<file path="src/pkg/ach_consts.vh">
// Constants for the administration command handler
`ifndef ACH_CONSTS_VH
`define ACH_CONSTS_VH
// ----------------------------------------
// Opcodes
// ----------------------------------------
`define ACH_OP_SET_USER 8'h70
`define ACH_OP_VER_USER 8'h71
`define ACH_OP_GET_KEY 8'h72
`define ACH_OP_VER_SYS 8'h73
`define ACH_OP_PWR_OFF 8'h82
`define ACH_OP_PWR_RESTART 8'h83
// ----------------------------------------
// Replies, sizes and timing
// ----------------------------------------
`define ACH_ACK 8'hfa
`define ACH_NAK 8'hfe
`define ACH_ST_MATCH 8'h00
`define ACH_ST_MISMATCH 8'h01
`define ACH_KEY_BYTES 7
`define ACH_DELAY_BYTES 2'h3
`define ACH_SYS_VALID_HOURS 24
`define ACH_SEC_PER_HOUR 3600
`define ACH_CLK_HZ 50000000
`endif

</file>
<file path="src/hdl/ach_cipher.v">
// Byte-wise password scrambler and system password derivation
`timescale 1ns/100ps
module ach_cipher #(
  parameter MAXLEN = 16
) (
  // Inputs
  input wire [7:0] data_in,
  input wire [7:0] index,
  input wire [55:0] key,
  input wire [31:0] serial,
  // Outputs
  output wire [7:0] enc_out,
  output wire [7:0] sys_out
);
  wire [2:0] kidx;
  wire [7:0] kbyte;
  wire [7:0] sbyte;
  // Simple reversible mix; not a strong cipher, only hides stored bytes
  assign enc_out = {data_in[4:0], data_in[7:5]} ^ (index ^ 8'h5a);
  assign kidx = (index[2:0] == 3'h7) ? 3'h0 : index[2:0];
  assign kbyte = key[{kidx, 3'h0} +: 8];
  assign sbyte = serial[{index[1:0], 3'h0} +: 8];
  assign sys_out = kbyte ^ sbyte ^ index;
endmodule // ach_cipher

</file>
<file path="src/hdl/ach_top.v">
// Administration command handler: passwords, key, power control
`timescale 1ns/100ps
`include "ach_consts.vh"
module ach_top #(
  parameter MAXLEN = 16,
  parameter CLK_HZ = `ACH_CLK_HZ
) (
  // Clock and reset
  input wire clk_sys,
  input wire arst_n,
  // Command bytes in
  input wire cmd_valid,
  input wire [7:0] cmd_data,
  output wire cmd_ready,
  // Reply bytes out
  output reg rsp_valid,
  output reg [7:0] rsp_data,
  input wire rsp_ready,
  // Clock value and identity
  input wire [55:0] rtc_value,
  input wire [31:0] rtc_seconds,
  input wire [31:0] unit_serial,
  // Policy
  input wire pw_required,
  input wire pw_supplied,
  // Nonvolatile store write port
  output reg nv_we,
  output reg [7:0] nv_addr,
  output reg [7:0] nv_wdata,
  // Power control and status
  output reg power_on,
  output reg power_on_req,
  output reg sys_pw_valid,
  output reg busy
);
  // ----------------------------------------
  // Timing
  // ----------------------------------------
  localparam [31:0] SEC_CYCLES = CLK_HZ;
  localparam [31:0] VALID_SECS = `ACH_SYS_VALID_HOURS * `ACH_SEC_PER_HOUR;
  // ----------------------------------------
  // States
  // ----------------------------------------
  localparam [3:0] S_OP = 4'h0;
  localparam [3:0] S_LEN = 4'h1;
  localparam [3:0] S_PW = 4'h2;
  localparam [3:0] S_DELAY = 4'h3;
  localparam [3:0] S_ACT = 4'h4;
  localparam [3:0] S_ACK = 4'h5;
  localparam [3:0] S_STAT = 4'h6;
  localparam [3:0] S_KEY = 4'h7;
  localparam [3:0] S_NVW = 4'h8;
  reg [3:0] state;
  reg [7:0] opcode;
  reg [7:0] len;
  reg [7:0] cnt;
  reg [7:0] pw_buf [0:MAXLEN-1];
  reg [7:0] stored [0:MAXLEN-1];
  reg [7:0] stored_len;
  reg [55:0] key;
  reg [31:0] valid_since;
  reg [23:0] delay;
  reg [31:0] div;
  reg sec_tick;
  reg mismatch;
  reg refused;
  reg wake_armed;
  reg [7:0] status;
  wire [7:0] enc_byte;
  wire [7:0] sys_byte;
  wire [7:0] cur_byte;
  wire take;
  wire fits;
  integer i;
  // No new command while a reply byte is still waiting for the host
  assign cmd_ready = !rsp_valid && ((state == S_OP) || (state == S_LEN) ||
    (state == S_PW) || (state == S_DELAY));
  assign take = cmd_valid && cmd_ready;
  assign fits = (cnt < MAXLEN);
  assign cur_byte = fits ? pw_buf[cnt[3:0]] : 8'h00;
  ach_cipher #(.MAXLEN(MAXLEN)) u_cipher (
    .data_in(cur_byte),
    .index(cnt),
    .key(key),
    .serial(unit_serial),
    .enc_out(enc_byte),
    .sys_out(sys_byte)
  );
  // ----------------------------------------
  // Second divider
  // ----------------------------------------
  always @(posedge clk_sys or negedge arst_n) begin
    if (!arst_n) begin
      div <= 32'h0;
      sec_tick <= 1'b0;
    end else if (div >= SEC_CYCLES - 32'h1) begin
      div <= 32'h0;
      sec_tick <= 1'b1;
    end else begin
      div <= div + 32'h1;
      sec_tick <= 1'b0;
    end
  end
  // ----------------------------------------
  // Command engine
  // ----------------------------------------
  always @(posedge clk_sys or negedge arst_n) begin
    if (!arst_n) begin
      state <= S_OP;
      opcode <= 8'h00;
      len <= 8'h00;
      cnt <= 8'h00;
      stored_len <= 8'h00;
      key <= 56'h0;
      valid_since <= 32'h0;
      delay <= 24'h0;
      mismatch <= 1'b0;
      refused <= 1'b0;
      wake_armed <= 1'b0;
      status <= 8'h00;
      rsp_valid <= 1'b0;
      rsp_data <= 8'h00;
      nv_we <= 1'b0;
      nv_addr <= 8'h00;
      nv_wdata <= 8'h00;
      power_on <= 1'b1;
      power_on_req <= 1'b0;
      sys_pw_valid <= 1'b0;
      busy <= 1'b0;
      for (i = 0; i < MAXLEN; i = i + 1) begin
        pw_buf[i] <= 8'h00;
        stored[i] <= 8'h00;
      end
    end else begin
      nv_we <= 1'b0;
      power_on_req <= 1'b0;
      busy <= (state != S_OP);
      // Only a restart arms the countdown, so power-off alone never wakes
      if (!power_on && wake_armed && sec_tick) begin
        if (delay == 24'h0) begin
          power_on <= 1'b1;
          power_on_req <= 1'b1;
          wake_armed <= 1'b0;
        end else begin
          delay <= delay - 24'h1;
        end
      end
      // Expiry uses wrap-safe difference of seconds
      if (sys_pw_valid && (rtc_seconds - valid_since >= VALID_SECS)) begin
        sys_pw_valid <= 1'b0;
      end
      if (rsp_valid && rsp_ready) begin
        rsp_valid <= 1'b0;
      end
      case (state)
        S_OP: begin
          if (take) begin
            opcode <= cmd_data;
            cnt <= 8'h00;
            mismatch <= 1'b0;
            refused <= 1'b0;
            case (cmd_data)
              `ACH_OP_SET_USER, `ACH_OP_VER_USER, `ACH_OP_VER_SYS: begin
                state <= S_LEN;
              end
              `ACH_OP_GET_KEY: begin
                key <= rtc_value;
                state <= S_ACK;
              end
              `ACH_OP_PWR_OFF: begin
                power_on <= 1'b0;
                wake_armed <= 1'b0;
                delay <= 24'h0;
              end
              `ACH_OP_PWR_RESTART: begin
                wake_armed <= 1'b0;
                state <= S_DELAY;
              end
              default: begin
                state <= S_OP;
              end
            endcase
          end
        end
        S_LEN: begin
          if (take) begin
            len <= cmd_data;
            state <= (cmd_data == 8'h00) ? S_ACT : S_PW;
          end
        end
        S_PW: begin
          if (take) begin
            // Bytes beyond storage depth are taken but dropped
            if (fits) begin
              pw_buf[cnt[3:0]] <= cmd_data;
            end
            if (cnt == len - 8'h1) begin
              cnt <= 8'h00;
              state <= S_ACT;
            end else begin
              cnt <= cnt + 8'h1;
            end
          end
        end
        S_DELAY: begin
          if (take) begin
            delay <= {delay[15:0], cmd_data};
            if (cnt[1:0] == `ACH_DELAY_BYTES - 2'h1) begin
              // Restart: power off now, wake after the delay
              power_on <= 1'b0;
              wake_armed <= 1'b1;
              state <= S_OP;
            end else begin
              cnt <= cnt + 8'h1;
            end
          end
        end
        S_ACT: begin
          // One byte per cycle through the cipher
          if (cnt < len && fits) begin
            if (opcode == `ACH_OP_VER_USER) begin
              if (enc_byte != stored[cnt[3:0]]) begin
                mismatch <= 1'b1;
              end
            end else if (opcode == `ACH_OP_VER_SYS) begin
              if (sys_byte != pw_buf[cnt[3:0]]) begin
                mismatch <= 1'b1;
              end
            end else begin
              pw_buf[cnt[3:0]] <= enc_byte;
            end
            cnt <= cnt + 8'h1;
          end else begin
            cnt <= 8'h00;
            if (opcode == `ACH_OP_VER_USER) begin
              if (len != stored_len) begin
                mismatch <= 1'b1;
              end
              state <= S_ACK;
            end else if (opcode == `ACH_OP_VER_SYS) begin
              if (len == 8'h00) begin
                mismatch <= 1'b1;
              end
              state <= S_ACK;
            end else if (pw_required && !pw_supplied) begin
              refused <= 1'b1;
              state <= S_ACK;
            end else begin
              stored_len <= len;
              state <= S_NVW;
            end
          end
        end
        S_NVW: begin
          if (cnt < len && fits) begin
            stored[cnt[3:0]] <= pw_buf[cnt[3:0]];
            nv_we <= 1'b1;
            nv_addr <= cnt;
            nv_wdata <= pw_buf[cnt[3:0]];
            cnt <= cnt + 8'h1;
          end else begin
            cnt <= 8'h00;
            state <= S_ACK;
          end
        end
        S_ACK: begin
          if (!rsp_valid || rsp_ready) begin
            rsp_valid <= 1'b1;
            rsp_data <= refused ? `ACH_NAK : `ACH_ACK;
            if (opcode == `ACH_OP_VER_USER || opcode == `ACH_OP_VER_SYS) begin
              status <= mismatch ? `ACH_ST_MISMATCH : `ACH_ST_MATCH;
              state <= S_STAT;
            end else if (opcode == `ACH_OP_GET_KEY) begin
              state <= S_KEY;
            end else begin
              state <= S_OP;
            end
            if (opcode == `ACH_OP_VER_SYS && !mismatch) begin
              sys_pw_valid <= 1'b1;
              valid_since <= rtc_seconds;
            end
          end
        end
        S_STAT: begin
          if (rsp_ready) begin
            rsp_valid <= 1'b1;
            rsp_data <= status;
            state <= S_OP;
          end
        end
        S_KEY: begin
          if (rsp_ready) begin
            rsp_valid <= 1'b1;
            rsp_data <= key[{cnt[2:0], 3'h0} +: 8];
            if (cnt == `ACH_KEY_BYTES - 1) begin
              cnt <= 8'h00;
              state <= S_OP;
            end else begin
              cnt <= cnt + 8'h1;
            end
          end
        end
        default: begin
          state <= S_OP;
        end
      endcase
    end
  end
endmodule // ach_top

</file>
<file path="config.mk">
export PLATFORM = sky130hd
export DESIGN_NAME = ach_top
export DESIGN_NICKNAME = d
export VERILOG_FILES = /design/src/hdl/ach_cipher.v /design/src/hdl/ach_top.v
export VERILOG_INCLUDE_DIRS = /design/src /design/src/pkg
export SDC_FILE = /design/constraint.sdc
export NUM_CORES = 1
export LEC_CHECK = 0
export BUFFER_PORTS_ARGS = -buffer_cell sky130_fd_sc_hd__buf_2
export CORE_MARGIN = 2
export CORE_UTILIZATION = 26
export CTS_CLUSTER_DIAMETER = 120
export DETAILED_ROUTE_END_ITERATION = 7
export SLEW_MARGIN = 20
export SYNTH_ARGS = -nofsm -noshare
export SYNTH_HDL_FRONTEND = slang
export SYNTH_SLANG_ARGS = --single-unit
</file>
<file path="constraint.sdc">
create_clock -name clk_sys -period 10.5 [get_ports clk_sys]
set_input_delay 0 -clock clk_sys [delete_from_list [all_inputs] [get_ports clk_sys]]
set_output_delay 0 -clock clk_sys [all_outputs]
set_load 0.01 [all_outputs]
</file>
Yosys cells after proc, flatten, opt, wreduce, memory -nomap -nowiden
Cells that the tools add are included.
Widths: inputs -> output; s select.
{ "totals": {"reg_bits": 478, "input_bits": 134, "out_inout_bits": 31, "elab_cells": 275} }
{ "classes": {"n_addsub": 5, "n_lt_le_gt_ge": 6, "n_eq_ne": 48, "n_shift": 3, "muxes": 104, "bitwise_logic": 9, "reduce_logical": 45} }
{ "op_table": {"columns": ["operator", "n"], "rows": [
  ["$mux 128", 5],
  ["$bwmux 128", 3],
  ["$pmux 128 s2", 1],
  ["$mux 8", 17],
  ["$mux 24", 5],
  ["$shiftx 56x7->8", 2],
  ["$bmux 8 s4", 2],
  ["$mux 4", 15],
  ["$eq 8x7->1 const B", 7],
  ["$pmux 24 s2", 1],
  ["$pmux 8 s5", 1],
  ["$mux 1", 39],
  ["$pmux 4 s9", 1],
  ["$ne 2x2->1 const B", 17],
  ["$add 32x1->32 const B", 1],
  ["$demux 8 s4", 1],
  ["$ge 32x17->1 const B", 1],
  ["$ge 32x26->1 const B", 1],
  ["$mux 32", 1],
  ["$shiftx 32x6->8", 1],
  ["$sub 32x32->32", 1],
  ["$logic_not 24->1", 1],
  ["$ne 8x8->1", 3],
  ["$pmux 8 s3", 1],
  ["other kinds (44)", 92]
]} }

Longest topological paths before layout
Gate-level depths: netlist of run 1.
{ "logic_depth": {"word_depth": 11, "mapped_depth": 22, "ltp_nobuf": 14} }

Hierarchy
From an unflattened synthesis of run 1, not the netlist that was laid out.
{ "unflattened": {"cells_unflattened": 2219, "hier_area_um2": 25016.5} }
{ "modules_own_cells": {"columns": ["mod", "instances", "cells_per_inst", "area_per_inst_um2", "seq_area_each_um2"], "rows": [
  ["ach_top", 1, 2090, 23897.9, 11787.6],
  ["ach_cipher", 1, 129, 1118.6, 0.0]
]} }

Worst setup path before layout of run 1
No wires, ideal clock.
{ "synth_timing": {"path_kind": "register to register", "start": "register cnt[0]", "end": "register pw_buf[100] (netlist name)", "setup_ns": 0.125, "arrival_ns": 3.590, "required_ns": 10.375, "slack_ns": 6.785, "path_stages_with_launch": 21, "path_buffers": 8, "synth_period_minus_slack_ns": 3.715, "path_cell_list": "dfrtp_1 -> buf_4 -> buf_6 -> buf_12 -> buf_6 -> buf_4 -> inv_1 -> buf_2 -> ha_1 -> nor2b_1 -> o21a_1 -> o21a_1 -> o21a_1 -> o21ai_0 -> a21oi_1 -> nor2_2 -> a21o_1 -> buf_2 -> and3_1 -> buf_2 -> mux2_2"} }
{ "synth_between": {"elab_chain_cells": 11, "word_cells_on_any_way": 25, "cone_classes": "order compare: 4; eq/ne: 2; mux: 14; bitwise: 2; reduce/logical: 3"} }
{ "synth_rtl": {"columns": ["element", "line_no", "source"], "rows": [
  ["from (decl)", "ach_top.v:56", "reg [7:0] cnt;"],
  ["from (signal assigned)", "ach_top.v:201", "cnt <= cnt + 8'h1;"],
  ["from (signal assigned)", "ach_top.v:214", "cnt <= cnt + 8'h1;"],
  ["from (signal assigned)", "ach_top.v:232", "cnt <= cnt + 8'h1;"],
  ["$not 4->5 (not written as such)", "ach_top.v:80, ach_top.v:195, ach_top.v:230", null],
  ["$bmux 8 s4", "ach_top.v:80", "assign cur_byte = fits ? pw_buf[cnt[3:0]] : 8'h00;"],
  ["$mux 8 (not written as such) (2 in a row)", "ach_top.v:80", null],
  ["$mux 8", "ach_top.v:80", null],
  ["$xor 8x8->8", "ach_cipher.v:19", "assign enc_out = {data_in[4:0], data_in[7:5]} ^ (index ^ 8'h5a);"],
  ["$bwmux 128", "ach_top.v:230", "pw_buf[cnt[3:0]] <= enc_byte;"],
  ["$mux 128", "ach_top.v:225", "end else if (opcode == `ACH_OP_VER_SYS) begin"],
  ["$mux 128", "ach_top.v:221", "if (opcode == `ACH_OP_VER_USER) begin"],
  ["$mux 128", "ach_top.v:220", "if (cnt < len && fits) begin"],
  ["$pmux 128 s2", "ach_top.v:155", "case (state)"],
  ["to (signal, indexed assignment)", "ach_top.v:195", "pw_buf[cnt[3:0]] <= cmd_data;"],
  ["to (signal, indexed assignment)", "ach_top.v:230", null],
  ["to (decl)", "ach_top.v:57", "reg [7:0] pw_buf [0:MAXLEN-1];"]
]} }
Several ways; a longest one is shown, not always the timed one. The select of a mux whose other input is x is not followed.
A chain may end at the register's enable or synchronous reset.

Final worst setup path of run 1
{ "layout_timing": {"start": "register cnt[0]", "end": "register mismatch"} }
{ "layout_between": {"elab_chain_cells": 9, "word_cells_on_any_way": 27, "cone_classes": "order compare: 2; eq/ne: 7; shift: 2; mux: 10; bitwise: 4; reduce/logical: 2"} }
{ "layout_rtl": {"columns": ["element", "line_no", "source"], "rows": [
  ["branches (longest 9 deep; another with $shiftx 56x7->8)", null, null],
  ["to (signal assigned)", "ach_top.v:223", "mismatch <= 1'b1;"],
  ["to (signal assigned)", "ach_top.v:227", "mismatch <= 1'b1;"],
  ["to (signal assigned)", "ach_top.v:237", "mismatch <= 1'b1;"],
  ["to (decl)", "ach_top.v:65", "reg mismatch;"]
]} }
Several ways; the timed one is not identified. The select of a mux whose other input is x is not followed.

==> results.cfg, run 1 <==
[status]
outcome = finished clean

[grt]
grt_pass1_wl_um = 108000
globalRoute.totalOverflow = 0
grt_max_degree = 164
grt_pass1_vias = 17800
antenna_found_initial = 1
grt.total_usage_pct = 14.0

[yosys]
synth.avg_cell_area_sq_um = 11.0
ys.flop_type = dfrtp_1
yosysWarnings = 0
synth.area.mux_share_pct = 19.2
seq_area_frac_synth_pct = 48.1
synth_compound_area_share_pct = 11.2
synth-simple-area-share_pct = 11.5
synth_edf_count = 0
yosys_register_bits = 471
postSynthCellCount = 2225
synthXorXnorAreaFrac_pct = 3.86
synth_top_family_by_area = multiplexers
synth_cell_types = 84
netlist_area_sq_mm = 0.0245
async_reset_ff_share_pct = 100
synthAdderAreaFrac_pct = 2.53

[timing]
fin_setup_tns_ns = 0
skew_ns = 0.0266
setup_viol = 0
max_slew_margin_pct = 24.5
hold_viol_final = 0
drv_slew = 0
fin_crit_ns = 5.03
tightest_slew_ns = 1.13
fin_crit_sh_pct = 47.9
rsz0062_at_grt = false
max_freq_mhz = 199

[floorplanning]
dieArea_sq_mm = 0.0968
core_sq_mm = 0.0933
core.rowCount = 112
die_h_um = 311
io-pin-count = 165
die_w_um = 311
start_util_pct = 26.3

[job]
maxCapViolations = 0

[finish]
drive_above_1_share_pct = 24.9
syn2layout_area_growth_pct = 19.9
fill_cells = 9518
final_util_pct = 31.5
num-nets-final = 2617

[place]
numPortBuffers = 164
hpwlAfterDp_um = 45500
gp_congestion = 0.839

[clock_tree]
clockBufferDepth = 3
insertion_delay_ns = 0.61
cts_max_level = 2
cts_tree = yes
numCtsBuffers = 54
post_cts_buffers = 0
clock-sinks = 471
cts.clk_slew.worst_paths_ns = 0.06
root_buffer = clkbuf_16

[route]
drc = 0
num_vias = 17900
drt_iter0_markers = 1494
drtAntennaViolNets = 0
viasPerCell = 4.81
drt-wirelength-per-cell_um = 18.2
first_pass_iters = 6
routed_wirelength_um = 68000

[worst_setup_path]
cp_max_fo = 43
r2r_cells = 12
cp.arrival_ns = 5.51
cp-start-kind = flip-flop
worstSetupPathType = reg -> reg
cp_top_family = adder cells
critical_path_cell_count = 12
critPathMaxStageDelay_ns = 0.76
crit_buf_inv = 1
path_cells = buf_4 > ha_1 > ha_1 > nor2_1 > mux4_2 > mux2i_1 > xnor2_1 > xnor2_1 > nor4_1 > o2111ai_1 > nand3_1 > o21ai_1
cp-end-kind = flip-flop
slowest_stage = dfrtp_4
worstPathRequired_ns = 10.98
worst-r2r-setup-slack_ns = 5.47

[power_and_ir_drop]
total_leakage_power_nw = 13.0
ir_drop_mv = 0.164
p_sw_mw = 2.33
p_int_mw = 4.16
p_seq_share_pct = 36.8
pwr-share-clk_pct = 30.5
p_per_area_mw_per_mm2 = 221
power_switching_share_pct = 35.9
p_comb_share_pct = 32.7

[hold_path]
hp-class = in -> reg
hold_depth = 5
==> logic make-up after synthesis <==
kind of cell             Yosys count
AO/OA/AOI/OAI                    455
buffers and inverters            200
flip-flops                       471
XOR/XNOR                         108
AND/OR/NAND/NOR                  611
adder cells (fa/ha/maj)           49
other                              1
multiplexers                     330
==> synthesized netlist by cell type (all sizes together), types with 11 or more instances <==
| cell | number | area share, % |
|---|---|---|
| and3 | 21 | 0.54 |
| nand2 | 291 | 4.5 |
| ha | 48 | 2.4 |
| buf | 57 | 1.4 |
| o21ai | 249 | 5.1 |
| nand4 | 11 | 0.28 |
| xor2 | 45 | 1.6 |
| xnor2 | 63 | 2.3 |
| nor2b | 23 | 0.62 |
| mux2i | 17 | 0.69 |
| nor2 | 110 | 1.7 |
| dfrtp | 470 | 48 |
| mux4 | 90 | 8.3 |
| a21oi | 70 | 1.5 |
| mux2 | 223 | 10 |
| a21o | 15 | 0.46 |
| nor4 | 16 | 0.47 |
| nand3 | 55 | 1.1 |
| nor3 | 31 | 0.63 |
| inv | 63 | 0.96 |
| clkbuf | 80 | 1.2 |
==> power groups by stage <==
stage / Combinational, mW / Sequential (mW) / Clock (mW)
after floorplan: 1.56 / 2.28 / 0
after global placement: 2.07 / 2.41 / 0
after detailed placement: 2.09 / 2.42 / 0
after CTS: 2.12 / 2.39 / 2.03
after global routing: 2.32 / 2.44 / 2.10
final: 2.12 / 2.39 / 1.98
==> cells in the final DEF, fill, tap and decap left out, drive strengths merged, types with 48 or more instances in the layout <==
| cell type | instances |
|---|---|
| nand2 | 291 |
| mux2 | 223 |
| clkbuf | 74 |
| dfrtp | 470 |
| mux4 | 90 |
| nor2 | 110 |
| buf | 186 |
| xnor2 | 63 |
| inv | 65 |
| a21oi | 70 |
| ha | 48 |
| dlygate4sd3 | 99 |
| o21ai | 249 |
| nand3 | 55 |
==> sequential cells by signal (all words and copies together) (netlist names), 24 cells and up <==
name,flops
stored,128
key,56
delay,24
pw_buf,128
div,32
valid_since,32
==> per-layer routing <==
layer / vias up / routed length, um / global-route usage [%]
li1: 8397 / - / -
met1: 8971 / 31800 / 19.9
met2: 474 / 31500 / 22.1
met3: 89 / 3450 / 2.29
met4: 0 / 1250 / 3.26
met5: - / 0 / 0
==> path summary, 6_finish.rpt <==
path | endpoint | start
min reg2reg | nv_addr[2] | nv_addr[2]
max | mismatch | cnt[0]
max in group asynchronous | nv_addr[0] | arst_n
max reg2reg | mismatch | cnt[0]
min in group asynchronous | key[12] | arst_n
min | delay[21] | cmd_valid
==> final cells by class <==
cell class	instances	area (sq um)	area share, %
clock buffers	74	1550	5.27
multi-input cells	1559	11900	40.5
well taps	1254	1570	5.34
clock inverters	20	294	1.00
diodes	2	5.00	0.0170
flip-flops and latches	471	11800	40.1
inverters	63	236	0.805
repair buffers	285	2030	6.91
==> per-stage QoR <==
stage                     area [sq um]  std cells  power (mW)  setup WS [ns]  hold WS (ns)
final                            29400       3728        6.49           5.47         0.129
after global routing             29400       3727        6.85           5.03         0.151
after CTS                        29400       3726        6.54           5.40         0.113
after detailed placement         26500       3532        4.51           5.44        0.0386
after global placement           26500       3532        4.48           5.38        0.0456
after floorplan                  24500       2230        3.84           6.79        -0.296
==> timing repair <==
action	in CTS	in global routing
hold buffers	100	0
endpoints found under the hold margin	204	0
resized for setup	0	0
==> tightest hold or removal path, delay by kind of cell <==
kind | cells | cell delay, ns
AND/OR/NAND/NOR | 2 | 0.22
AO/OA/AOI/OAI | 1 | 0.14
buffers and inverters | 2 | 0.30
No activity file was read; power rests on OpenSTA's default activity.
==> run 2, diff against run 1 <==
==> constraint.sdc (replaced) <==
create_clock -name clk_sys -period 5 [get_ports clk_sys]
set_input_delay 0 -clock clk_sys [delete_from_list [all_inputs] [get_ports clk_sys]]
set_output_delay 0 -clock clk_sys [all_outputs]
set_load 0.01 [all_outputs]
==> results.cfg, run 2 (synthesized netlist as in run 1, its figures left out) <==
[finish]
syn2layout_area_growth_pct = 19.5
largest_registers = pw_buf (128), stored (128), key (56)
final_common_cell = dfrtp_1
fin_area_sq_mm = 0.0293
drive_above_1_share_pct = 25.2
num-nets-final = 2624
most-common-layout-cells = 466 x dfrtp_1, 291 x nand2_1, 240 x o21ai_0, 221 x mux2_2, 163 x buf_2

[clock_tree]
root_buffer = clkbuf_16
clock-sinks = 471
cts_tree = yes
cts_max_level = 2
cts_hold_buf = 99
cts.clk_slew.worst_paths_ns = 0.07
insertion_delay_ns = 0.62
numCtsBuffers = 51
clockBufferDepth = 3
post_cts_buffers = 0
post_cts_resized = 0

[route]
first_pass_iters = 5
viasPerCell = 4.77
num_vias = 17800
drtAntennaViolNets = 0
drt_iter0_markers = 1387
drt-wirelength-per-cell_um = 18.0
drc = 0
routed_wirelength_um = 67400

[timing]
max_slew_margin_pct = 22.6
max_freq_mhz = 228
setup_viol = 0
rsz0062_at_grt = false
skew_ns = 0.0346
tightest_slew_ns = 1.15
drv_slew = 0
fin_crit_ns = 4.39
fin_setup_tns_ns = 0
hold_viol_final = 0
fin_crit_sh_pct = 87.7

[floorplanning]
dieArea_sq_mm = 0.0968
start_util_pct = 26.3
die_w_um = 311
core_sq_mm = 0.0933
io-pin-count = 165
core.rowCount = 112
die_h_um = 311

[power_and_ir_drop]
p_per_area_mw_per_mm2 = 455
ir_drop_mv = 0.326
p_total_mw = 13.3
total_leakage_power_nw = 13.0

[place]
gp_congestion = 0.821
hpwlAfterDp_um = 45900
numPortBuffers = 164
place_area_sq_mm = 0.0266

[grt]
grt.total_usage_pct = 13.8
grt_pass1_wl_um = 107000
grt_pass1_vias = 18100
antenna_found_initial = 1
grt_max_degree = 127
globalRoute.totalOverflow = 0

[worst_setup_path]
cp.arrival_ns = 4.86
slowest_stage = nor2_1
cp_max_fo = 24
cp-end-kind = flip-flop
worst-r2r-setup-slack_ns = 0.61
cp-start-kind = flip-flop
path_cells = ha_1 > ha_1 > nor2_1 > mux4_2 > mux2i_1 > xnor2_1 > xnor2_1 > nor4_1 > o2111ai_1 > nand3_1 > o21ai_1
critPathMaxStageDelay_ns = 0.73
worstPathRequired_ns = 5.48
worstSetupPathType = reg -> reg

[hold_path]
hp-class = in -> async

[job]
maxCapViolations = 0

[status]
outcome = finished clean
## run 2: path summary, 6_finish.rpt
kind	endpoint	startpoint	depth (start not counted)
setup reg to reg	mismatch	cnt[0]	11
hold / removal	pw_buf[82]	arst_n	3
max in group asynchronous	stored[30]	arst_n	3
hold reg to reg	nv_addr[3]	nv_addr[3]	2
setup / recovery	mismatch	cnt[0]	11
min in group clk_sys	state[3]	pw_required	4
## run 2: critical path, delay by kind of cell (launching register included)
| family | cells | cell delay [ns] |
|---|---|---|
| AOI/OAI and AO/OA | 2 | 0.25 |
| and+or+nand+nor | 3 | 1.32 |
| adders and majority gates | 2 | 1.03 |
| xor gates and xnor gates | 2 | 0.29 |
| muxes | 2 | 0.68 |
| DFF | 1 | 0.68 |
## run 2: power breakdown
part / internal, mW / switching [mW] / total (mW) / leakage (nW)
sequential: 4.39 / 0.610 / 5.00 / 6.22
clock: 2.13 / 1.63 / 3.76 / 0.802
combinational: 1.88 / 2.69 / 4.57 / 5.94
## run 2: layout make-up
| cell class | count | area, sq um |
|---|---|---|
| clock inverters | 24 | 224 |
| well taps | 1254 | 1570 |
| multi-input cells | 1559 | 11900 |
| diodes | 1 | 2.50 |
| repair buffers | 295 | 2130 |
| inverters | 63 | 236 |
| clock buffers | 70 | 1440 |
| fillers | 9535 | 64000 |
| flip-flops and latches | 471 | 11800 |
## run 2: per-layer routing
layer | share of wire, % | GRT usage, % | vias up | routed length (um)
met5 | 0.019 | 0 | - | 13
met4 | 2.7 | 4.06 | 2 | 1800
met3 | 5.8 | 2.97 | 108 | 3890
met2 | 46 | 22.0 | 434 | 30900
met1 | 46 | 18.9 | 8876 | 30800
li1 | - | - | 8415 | -
## run 2: metrics by stage
stage                     util, %  setup slack (ns)  hold WS (ns)  instances
after floorplan                 -              1.29        -0.296       2230
after global placement       28.5             0.716      -0.00424       3543
after detailed placement     28.5             0.682      -0.00455       3543
after CTS                    31.4             0.654        0.0328       3736
after global routing         31.4             0.442        0.0547       3736
final                        31.4             0.613        0.0316       3737
